==> src/ldr_pkg.sv <==
`default_nettype none
package ldr_pkg;

  // Widths
  localparam int ADDR_W   = 6;
  localparam int DATA_W   = 8;
  localparam int DIM_W    = 10;
  localparam int HI_W     = 2;
  localparam int ONTIME_W = 6;
  localparam int ADC_W    = 10;
  localparam int PRE_W    = 7;
  localparam int NUM_CH   = 2;

  // Register offsets
  localparam logic [ADDR_W-1:0] ADDR_CH1_WIDTH_LO = 6'h0D;
  localparam logic [ADDR_W-1:0] ADDR_CH1_WIDTH_HI = 6'h0E;
  localparam logic [ADDR_W-1:0] ADDR_CH2_WIDTH_LO = 6'h0F;
  localparam logic [ADDR_W-1:0] ADDR_CH2_WIDTH_HI = 6'h10;
  localparam logic [ADDR_W-1:0] ADDR_CH1_ON_TIME  = 6'h11;
  localparam logic [ADDR_W-1:0] ADDR_CH2_ON_TIME  = 6'h12;
  localparam logic [ADDR_W-1:0] ADDR_CH1_VIN      = 6'h13;
  localparam logic [ADDR_W-1:0] ADDR_CH1_VLED     = 6'h14;
  localparam logic [ADDR_W-1:0] ADDR_CH1_VLED_ON  = 6'h15;
  localparam logic [ADDR_W-1:0] ADDR_CH1_VLED_OFF = 6'h16;
  localparam logic [ADDR_W-1:0] ADDR_CH2_VIN      = 6'h17;
  localparam logic [ADDR_W-1:0] ADDR_CH2_VLED     = 6'h18;
  localparam logic [ADDR_W-1:0] ADDR_CH2_VLED_ON  = 6'h19;
  localparam logic [ADDR_W-1:0] ADDR_CH2_VLED_OFF = 6'h1A;
  localparam logic [ADDR_W-1:0] ADDR_TEMP_LO      = 6'h1B;
  localparam logic [ADDR_W-1:0] ADDR_TEMP_HI      = 6'h1C;
  localparam logic [ADDR_W-1:0] ADDR_BIAS         = 6'h1D;

  // Reset values
  localparam logic [DATA_W-1:0]   RST_WIDTH_LO = 8'h00;
  localparam logic [HI_W-1:0]     RST_WIDTH_HI = 2'h0;
  localparam logic [ONTIME_W-1:0] RST_ON_TIME  = 6'h07;
  localparam logic [DATA_W-1:0]   RST_MEAS     = 8'h00;
  localparam logic [ADC_W-1:0]    RST_TEMP     = 10'h000;

  // Conversion source codes on the converter result port
  localparam logic [3:0] ADC_SRC_CH1_VIN  = 4'h0;
  localparam logic [3:0] ADC_SRC_CH1_VLED = 4'h1;
  localparam logic [3:0] ADC_SRC_CH2_VIN  = 4'h2;
  localparam logic [3:0] ADC_SRC_CH2_VLED = 4'h3;
  localparam logic [3:0] ADC_SRC_TEMP     = 4'h4;
  localparam logic [3:0] ADC_SRC_BIAS     = 4'h5;

  // Host access from the serial port decoder
  typedef struct packed {
    logic              wrEn;
    logic              rdEn;
    logic [ADDR_W-1:0] addr;
    logic [DATA_W-1:0] wrData;
  } ldr_host_req_t;

  // One conversion result
  typedef struct packed {
    logic             valid;
    logic [3:0]       src;
    logic [ADC_W-1:0] result;
  } ldr_adc_in_t;

  // Dimming clock divide ratio for each divider select code
  function automatic logic [PRE_W-1:0] dimDivRatio(input logic [2:0] sel);
    case (sel)
      3'h0:    dimDivRatio = 7'h07;
      3'h1:    dimDivRatio = 7'h08;
      3'h2:    dimDivRatio = 7'h0A;
      3'h3:    dimDivRatio = 7'h0C;
      3'h4:    dimDivRatio = 7'h10;
      3'h5:    dimDivRatio = 7'h18;
      3'h6:    dimDivRatio = 7'h31;
      default: dimDivRatio = 7'h62;
    endcase
  endfunction

endpackage
`default_nettype wire

==> src/ldr_regs.sv <==
`default_nettype none
module ldr_regs
  import ldr_pkg::*;
(
  // Clock and reset
  input  wire logic                  clk_sys,
  input  wire logic                  rst,
  // Host register access
  input  wire ldr_host_req_t         hostReq,
  output logic [DATA_W-1:0]          rdData,
  output logic                       rdValid,
  // Converter results
  input  wire ldr_adc_in_t           adcIn,
  // Dimming generator
  input  wire logic [2:0]            dimClockDivider,
  output logic [NUM_CH-1:0]          dimOut,
  output logic [DIM_W-1:0]           chOneDimWidth,
  output logic [DIM_W-1:0]           chTwoDimWidth,
  // Switching on-time
  output logic [ONTIME_W-1:0]        chOneOnTimeWord,
  output logic [ONTIME_W-1:0]        chTwoOnTimeWord
);

  ////////////////////////////////////////////////////////////////////////////
  // Configuration registers

  logic [DATA_W-1:0]   widthLo_q [NUM_CH];
  logic [DATA_W-1:0]   widthLo_d [NUM_CH];
  logic [HI_W-1:0]     widthHi_q [NUM_CH];
  logic [HI_W-1:0]     widthHi_d [NUM_CH];
  logic [ONTIME_W-1:0] onTime_q  [NUM_CH];
  logic [ONTIME_W-1:0] onTime_d  [NUM_CH];
  logic [DIM_W-1:0]    width     [NUM_CH];

  function automatic logic wrHit(input ldr_host_req_t r, input logic [ADDR_W-1:0] a);
    wrHit = r.wrEn && (r.addr == a);
  endfunction

  always_comb begin
    for (int c = 0; c < NUM_CH; c++) begin
      widthLo_d[c] = widthLo_q[c];
      widthHi_d[c] = widthHi_q[c];
      onTime_d[c]  = onTime_q[c];
    end
    if (wrHit(hostReq, ADDR_CH1_WIDTH_LO)) begin
      widthLo_d[0] = hostReq.wrData;
    end
    if (wrHit(hostReq, ADDR_CH1_WIDTH_HI)) begin
      widthHi_d[0] = hostReq.wrData[HI_W-1:0];
    end
    if (wrHit(hostReq, ADDR_CH2_WIDTH_LO)) begin
      widthLo_d[1] = hostReq.wrData;
    end
    if (wrHit(hostReq, ADDR_CH2_WIDTH_HI)) begin
      widthHi_d[1] = hostReq.wrData[HI_W-1:0];
    end
    if (wrHit(hostReq, ADDR_CH1_ON_TIME)) begin
      onTime_d[0] = hostReq.wrData[ONTIME_W-1:0];
    end
    if (wrHit(hostReq, ADDR_CH2_ON_TIME)) begin
      onTime_d[1] = hostReq.wrData[ONTIME_W-1:0];
    end
  end

  always_ff @(posedge clk_sys or posedge rst) begin
    if (rst) begin
      for (int c = 0; c < NUM_CH; c++) begin
        widthLo_q[c] <= RST_WIDTH_LO;
        widthHi_q[c] <= RST_WIDTH_HI;
        onTime_q[c]  <= RST_ON_TIME;
      end
    end else begin
      for (int c = 0; c < NUM_CH; c++) begin
        widthLo_q[c] <= widthLo_d[c];
        widthHi_q[c] <= widthHi_d[c];
        onTime_q[c]  <= onTime_d[c];
      end
    end
  end

  assign chOneDimWidth   = width[0];
  assign chTwoDimWidth   = width[1];
  assign chOneOnTimeWord = onTime_q[0];
  assign chTwoOnTimeWord = onTime_q[1];

  ////////////////////////////////////////////////////////////////////////////
  // Dimming generator

  logic [PRE_W-1:0] preCnt_q;
  logic [PRE_W-1:0] preCnt_d;
  logic             dimTick;
  logic [DIM_W-1:0] dimCnt_q [NUM_CH];
  logic [DIM_W-1:0] dimCnt_d [NUM_CH];
  logic [NUM_CH-1:0] dimOut_q;
  logic [NUM_CH-1:0] dimOut_d;

  always_comb begin
    dimTick  = (preCnt_q >= dimDivRatio(dimClockDivider) - 7'h01);
    preCnt_d = dimTick ? 7'h00 : preCnt_q + 7'h01;
  end

  generate
    for (genvar g = 0; g < NUM_CH; g++) begin : gDim
      assign width[g] = {widthHi_q[g], widthLo_q[g]};
      always_comb begin
        dimCnt_d[g] = dimTick ? dimCnt_q[g] + 10'h001 : dimCnt_q[g];
        dimOut_d[g] = (dimCnt_d[g] < width[g]);
      end
    end
  endgenerate

  always_ff @(posedge clk_sys or posedge rst) begin
    if (rst) begin
      preCnt_q <= 7'h00;
      dimOut_q <= 2'h0;
      for (int c = 0; c < NUM_CH; c++) begin
        dimCnt_q[c] <= 10'h000;
      end
    end else begin
      preCnt_q <= preCnt_d;
      dimOut_q <= dimOut_d;
      for (int c = 0; c < NUM_CH; c++) begin
        dimCnt_q[c] <= dimCnt_d[c];
      end
    end
  end

  assign dimOut = dimOut_q;

  ////////////////////////////////////////////////////////////////////////////
  // Measurement registers

  logic [DATA_W-1:0] vin_q    [NUM_CH];
  logic [DATA_W-1:0] vin_d    [NUM_CH];
  logic [DATA_W-1:0] led_q    [NUM_CH];
  logic [DATA_W-1:0] led_d    [NUM_CH];
  logic [DATA_W-1:0] ledOn_q  [NUM_CH];
  logic [DATA_W-1:0] ledOn_d  [NUM_CH];
  logic [DATA_W-1:0] ledOff_q [NUM_CH];
  logic [DATA_W-1:0] ledOff_d [NUM_CH];
  logic [ADC_W-1:0]  temp_q;
  logic [ADC_W-1:0]  temp_d;
  logic [DATA_W-1:0] bias_q;
  logic [DATA_W-1:0] bias_d;
  logic [DATA_W-1:0] adcTop;

  // Conversion results load these, and dimming output edges copy the LED code into the on/off samples; host writes never reach them
  always_comb begin
    adcTop = adcIn.result[ADC_W-1:ADC_W-DATA_W];
    temp_d = temp_q;
    bias_d = bias_q;
    for (int c = 0; c < NUM_CH; c++) begin
      vin_d[c]    = vin_q[c];
      led_d[c]    = led_q[c];
      ledOn_d[c]  = ledOn_q[c];
      ledOff_d[c] = ledOff_q[c];
      if (dimOut_q[c] && !dimOut_d[c]) begin
        ledOn_d[c] = led_q[c];
      end
      if (!dimOut_q[c] && dimOut_d[c]) begin
        ledOff_d[c] = led_q[c];
      end
    end
    if (adcIn.valid) begin
      case (adcIn.src)
        ADC_SRC_CH1_VIN:  vin_d[0] = adcTop;
        ADC_SRC_CH1_VLED: led_d[0] = adcTop;
        ADC_SRC_CH2_VIN:  vin_d[1] = adcTop;
        ADC_SRC_CH2_VLED: led_d[1] = adcTop;
        ADC_SRC_TEMP:     temp_d   = adcIn.result;
        ADC_SRC_BIAS:     bias_d   = adcTop;
        default:          temp_d   = temp_q;
      endcase
    end
  end

  always_ff @(posedge clk_sys or posedge rst) begin
    if (rst) begin
      temp_q <= RST_TEMP;
      bias_q <= RST_MEAS;
      for (int c = 0; c < NUM_CH; c++) begin
        vin_q[c]    <= RST_MEAS;
        led_q[c]    <= RST_MEAS;
        ledOn_q[c]  <= RST_MEAS;
        ledOff_q[c] <= RST_MEAS;
      end
    end else begin
      temp_q <= temp_d;
      bias_q <= bias_d;
      for (int c = 0; c < NUM_CH; c++) begin
        vin_q[c]    <= vin_d[c];
        led_q[c]    <= led_d[c];
        ledOn_q[c]  <= ledOn_d[c];
        ledOff_q[c] <= ledOff_d[c];
      end
    end
  end

  ////////////////////////////////////////////////////////////////////////////
  // Read path

  logic [DATA_W-1:0] rdData_q;
  logic [DATA_W-1:0] rdData_d;
  logic              rdValid_q;

  always_comb begin
    rdData_d = rdData_q;
    if (hostReq.rdEn) begin
      case (hostReq.addr)
        ADDR_CH1_WIDTH_LO: rdData_d = widthLo_q[0];
        ADDR_CH1_WIDTH_HI: rdData_d = {6'h00, widthHi_q[0]};
        ADDR_CH2_WIDTH_LO: rdData_d = widthLo_q[1];
        ADDR_CH2_WIDTH_HI: rdData_d = {6'h00, widthHi_q[1]};
        ADDR_CH1_ON_TIME:  rdData_d = {2'h0, onTime_q[0]};
        ADDR_CH2_ON_TIME:  rdData_d = {2'h0, onTime_q[1]};
        ADDR_CH1_VIN:      rdData_d = vin_q[0];
        ADDR_CH1_VLED:     rdData_d = led_q[0];
        ADDR_CH1_VLED_ON:  rdData_d = ledOn_q[0];
        ADDR_CH1_VLED_OFF: rdData_d = ledOff_q[0];
        ADDR_CH2_VIN:      rdData_d = vin_q[1];
        ADDR_CH2_VLED:     rdData_d = led_q[1];
        ADDR_CH2_VLED_ON:  rdData_d = ledOn_q[1];
        ADDR_CH2_VLED_OFF: rdData_d = ledOff_q[1];
        ADDR_TEMP_LO:      rdData_d = {6'h00, temp_q[1:0]};
        ADDR_TEMP_HI:      rdData_d = temp_q[ADC_W-1:2];
        ADDR_BIAS:         rdData_d = bias_q;
        default:           rdData_d = 8'h00;
      endcase
    end
  end

  always_ff @(posedge clk_sys or posedge rst) begin
    if (rst) begin
      rdData_q  <= 8'h00;
      rdValid_q <= 1'b0;
    end else begin
      rdData_q  <= rdData_d;
      rdValid_q <= hostReq.rdEn;
    end
  end

  assign rdData  = rdData_q;
  assign rdValid = rdValid_q;
endmodule
`default_nettype wire

==> config.mk <==
export PLATFORM = sky130hd
export DESIGN_NAME = ldr_regs
export DESIGN_NICKNAME = d
export VERILOG_FILES = /design/src/ldr_pkg.sv /design/src/ldr_regs.sv
export SDC_FILE = /design/constraint.sdc
export NUM_CORES = 1
export LEC_CHECK = 0
export ABC_CLOCK_PERIOD_IN_PS = 5700
export BUFFER_PORTS_ARGS = -buffer_cell sky130_fd_sc_hd__buf_2
export CAP_MARGIN = 20
export CORE_AREA = 2 2 181 183
export CTS_CLUSTER_DIAMETER = 200
export DETAILED_ROUTE_END_ITERATION = 16
export DIE_AREA = 0 0 183 185
export SETUP_SLACK_MARGIN = 0.02
export SYNTH_ARGS = -nofsm -noshare
export SYNTH_HDL_FRONTEND = slang
export SYNTH_SLANG_ARGS = --single-unit
==> constraint.sdc <==
create_clock -name clk_sys -period 5.7 [get_ports clk_sys]
set_clock_uncertainty 0.2 [all_clocks]
set_input_delay 0.57 -clock clk_sys [delete_from_list [all_inputs] [get_ports clk_sys]]
set_output_delay 0.57 -clock clk_sys [all_outputs]
set_load 0.01 [all_outputs]
=== Word level (Yosys, flattened, before mapping) ===
Cells that the tools add are included.

* Register bits after elaboration: 152
* Input port bits: 36

* Reduce and logical (&&, ||, !) cells: 22
* Eq/ne operators: 28
* $lt $le $gt $ge: 3
* Mux-type cells: 5
* $add $sub $neg: 4

{| class="wikitable"
|+ Operators with widths
! cell !! number
|-
| 8-bit case mux with 17 select lines || 1
|-
| 6-bit by 5-bit == test with 1-bit output, second input constant || 14
|-
| 7-bit case mux with 7 select lines || 1
|-
| 10-bit by 1-bit adder with 10-bit output, second input constant || 2
|-
| 10-bit less-than comparator || 2
|-
| 10-bit two-way mux || 2
|-
| 6-bit by 4-bit == test with 1-bit output, second input constant || 3
|-
| 2-bit AND reduction || 6
|-
| 1-bit logical AND || 10
|-
| 3-bit == test, second input constant || 3
|-
| 4-bit by 2-bit == test with 1-bit output, second input constant || 2
|-
| 4-bit by 3-bit == test with 1-bit output, second input constant || 2
|-
| 7-bit by 1-bit adder with 7-bit output, second input constant || 1
|-
| 7-bit greater-or-equal comparator || 1
|-
| 7-bit two-way mux || 1
|-
| 7-bit by 1-bit subtractor with 7-bit output, second input constant || 1
|-
| 3-bit by 2-bit == test with 1-bit output, second input constant || 2
|-
| 4-bit by 1-bit == test with 1-bit output, second input constant || 1
|-
| 1-bit zero test || 4
|-
| 4-bit zero test || 1
|-
| 3-bit by 1-bit == test with 1-bit output, second input constant || 1
|-
| 3-bit zero test || 1
|}

=== Depth between registers and ports, before layout ===
* Word-level depth: 8
* Depth in mapped cells: 17
* Gate-level depth less buffers: 15

=== Least setup slack after synthesis ===
No wires, ideal clock.

* Kind: input to register
* Start: input dimClockDivider[1]
* End: register ledOff_q[10] (netlist name)
* Buffers on the path: 3
* Cell stages on the path: 17
* Data arrival time: 4.128 ns
* Library setup time: 0.125 ns
* Setup slack: 1.247 ns
* Cells stage by stage: clkbuf_1 > or2_2 > a21o_1 > ha_1 > nor2b_1 > o21ai_2 > a21o_1 > clkbuf_1 > buf_2 > nand2_1 > xnor2_1 > ha_1 > nand4_1 > nor3_1 > o41ai_2 > o311ai_4 > mux2_2

{| class="wikitable"
|+ RTL lines
! item !! RTL line !! text
|-
| start: declaration || ldr_regs.sv:15 || <nowiki>input wire logic [2:0] dimClockDivider,</nowiki>
|-
| end signal: indexed assignment || ldr_regs.sv:194 || <nowiki>ledOff_q[c] <= ledOff_d[c];</nowiki>
|-
| end: declaration || ldr_regs.sv:139 || <nowiki>logic [DATA_W-1:0] ledOff_q [NUM_CH];</nowiki>
|}

==> summary.txt <==
Run status
  • Status: finished clean

Clocking
  • Clock sink count: between 150 and 200
  • Num CTS Buffers: 17
  • H-tree Lvls: 4
  • Worst skew pair latency: ~0.43 ns
  • Maximum clock insertion buffer count: 2
  • Clock root cell: clkbuf_16
  • Clock transition at path regs: 0.06 ns
  • TritonCTS clock tree: built

Setup path
  • Critical path's most frequent cell: ha_1
  • Worst Path Arrival: 4.74 ns
  • Crit end category: flip-flop
  • Crit Path Class: input pin to flip-flop
  • Worst path required time: 5.81 ns
  • Crit path largest cell delay: just over 0.6 ns
  • CP Cell Sequence: buf_2 > or2_2 > a21o_1 > ha_1 > nor2b_1 > o21ai_2 > a21oi_1 > buf_4 > nor4bb_1 > xor2_1 > ha_1 > nand4_1 > nor3_1 > o41ai_2 > o311ai_4 > mux2_2
  • Setup crit start kind: input pin
  • Crit path max fanout: 8
  • Slowest cell on the critical path: o311ai_4

Timing
  • Worst-Margin Slew: 0.9942 ns
  • Hold Vio Cnt, Final: 0
  • Final setup fails: 0
  • Worst rel slew slack: 33.48%
  • Max Clock Freq: 0.2161 GHz
  • Fin Setup TNS: 0 ns
  • RSZ-0062 raised after global routing: no
  • Slew Limit Fails: 0
  • Period utilisation layout: 81.19%
  • WHS: ~0.13 ns
  • Final Critical Period: 4.628 ns

Final layout
  • Layout cells sized above 1: 34.73%
  • Design area: between 9000 and 10,000 µm²
  • Finished Core Util: 29.03%
  • Most frequent cells in the layout: dfrtp_1, mux2_2, buf_2
  • N_diodes: 0
  • Final nets: 814
  • Most common cell after layout, fill and taps aside: dfrtp_1
  • Final std cells w/o fill: 1,171
  • Area grow syn2layout: 18.71%

Synthesis
  • EDFF count, synth: 0
  • Avg Cell Area, Syn: 11.71 µm²
  • Yosys Warn Count: 0
  • Cell Area, Synth: a little under 8000 µm²
  • Ys flop type: dfrtp_1
  • Sequential element share of the synthesized area: 48.63%
  • Synthesized flop and latch total: 152
  • Post-Synthesis Cells: between 600 and 700
  • Post-Syn Nets: 733
  • Distinct cell type count after synthesis: slightly above 60
  • Async SR Flop Fraction: 100.0%

Routing
  • Total wire length: between 20,000 and 25,000 µm
  • Via count: a little under 6k
  • Post-route ant nets: 0
  • WL/cell: 19.70 µm
  • DR pass1 iterations: 5
  • Initial DRC Count: 411
  • Vias per cell: 4.933
  • DR DRC count: 0

GRT
  • Antenna violations before repair: 3
  • Total track usage: between 10 and 15%
  • Vias in the first global route: ~5.7k
  • Overflow after GRT: 0
  • First-pass GRT wire length: around 36,000 µm
  • Largest net degree at the start of global routing: 110

Floorplanning
  • Initial Util: 24.46%
  • Core area: about 32,000 µm²
  • Ports: 79
  • Die Ht: 185 µm
  • Die ar.: approximately 34,000 µm²
  • # rows: 66
  • Die X: about 180 µm

Power and ir drop
  • Pwr/cell area: roughly 410 nW/µm²
  • Peak supply drop: 0.2373 mV
  • LEAKAGE: 4.069 nW

Hold path
  • Worst min path class: input pin to flip-flop

Placed design
  • Placed insts: 1,137
  • GP Congestion: 0.8228
  • DP HPWL: 16,990 µm
  • Post-DP Area: a little under 9000 µm²
  • IO Port Bufs: 78

Run
  • MaxCap Viol Count: 0
==> power by group <==
| part | internal (mW) | switching (mW) |
|---|---|---|
| Sequential | 1.37 | 0.242 |
| Clock | 0.564 | 0.485 |
| Combinational | 0.532 | 0.591 |
| Total | 2.47 | 1.32 |
==> sequential cells by signal (all words and copies together) (netlist names) <==
name / cells
bias_q: 8
chOneDimWidth: 10
chOneOnTimeWord: 6
chTwoDimWidth: 10
chTwoOnTimeWord: 6
dimCnt_q: 20
dimOut: 2
ledOff_q: 16
ledOn_q: 16
led_q: 16
preCnt_q: 7
rdData: 8
rdValid: 1
temp_q: 10
vin_q: 16
==> cells in the mapped netlist, types with 8 or more instances <==
library cell / instances / share of area, %
dfrtp_1: 146 / 47
mux2_2: 116 / 17
nand3_1: 65 / 4.2
nand2_1: 37 / 1.8
ha_1: 28 / 4.5
inv_1: 28 / 1.3
nand4_1: 22 / 1.8
nor2_1: 18 / 0.86
clkbuf_1: 17 / 0.81
nor3_1: 15 / 0.96
xnor2_1: 15 / 1.7
a21oi_1: 14 / 0.89
buf_2: 10 / 0.64
xor2_1: 9 / 1.0
a32oi_1: 8 / 0.89
and3_1: 8 / 0.64
o21ai_0: 8 / 0.51
==> worst max-delay path: cells and delay by family <==
family	cells	cell delay [ns]
mux	1	0.41
compound gates	5	1.47
xor+xnor	1	0.16
buf+inv	2	0.33
simple gates	5	1.18
fa+ha+maj	2	0.61
==> final cells by class <==
| cell class | count | area (µm²) |
|---|---|---|
| Clock inverter | 15 | 118.9 |
| Multi-Input combinational cell | 461 | 3824 |
| Tap cell | 408 | 510.5 |
| Clock buffer | 17 | 425.4 |
| Inverter | 28 | 110.1 |
| Fill cell | 3325 | 22740 |
| Sequential cell | 152 | 3811 |
| Timing Repair Buffer | 90 | 503.0 |
==> worst paths after layout <==
check	slack, ns	endpoint	from	depth (start not counted)
min in group asynchronous	0.45	dimCnt_q[10]	rst	3
hold reg to reg	0.27	dimCnt_q[19]	dimCnt_q[19]	1
hold / removal	0.13	rdValid	hostReq[14]	1
setup / recovery	1.07	ledOff_q[9]	dimClockDivider[1]	16
max in group asynchronous	3.97	bias_q[1]	rst	4
setup reg to reg	1.30	ledOff_q[9]	preCnt_q[4]	12
==> metrics by stage <==
| stage | total power [mW] | worst slack (ns) |
|---|---|---|
| 2_1_floorplan | 2.396 | 0.8468 |
| 3_3_place_gp | 2.713 | 0.7448 |
| 3_5_place_dp | 2.749 | 0.6177 |
| 4_1_cts | 3.807 | 1.050 |
| 5_1_grt | 4.007 | 0.8151 |
| 6_report | 3.787 | 1.072 |
==> cell families after synthesis <==
logic type,synth area share [%]
XOR/XNOR,2.683
buffers and inverters,2.842
multiplexers,17.61
adder cells (fa/ha/maj),4.471
flip-flops,48.63
AND/OR/NAND/NOR,13.91
AO/OA/AOI/OAI,9.852
==> per-layer routing <==
metal	track usage (%)	up-vias	share of wire, %
met5	0	-	0.17
met4	3.616	6	1.4
met3	3.126	26	5.6
met2	22.97	162	48
met1	18.74	2935	45
li1	-	2648	-
==> timing repair <==
action                                  4_1_cts  5_1_grt
endpoints found under the setup margin        0        0
buffers inserted                              0        0
hold endpoints to repair                      0       20
resized for setup                             0        0
hold buffers                                  0        1
(Power assumes the default switching activity.)
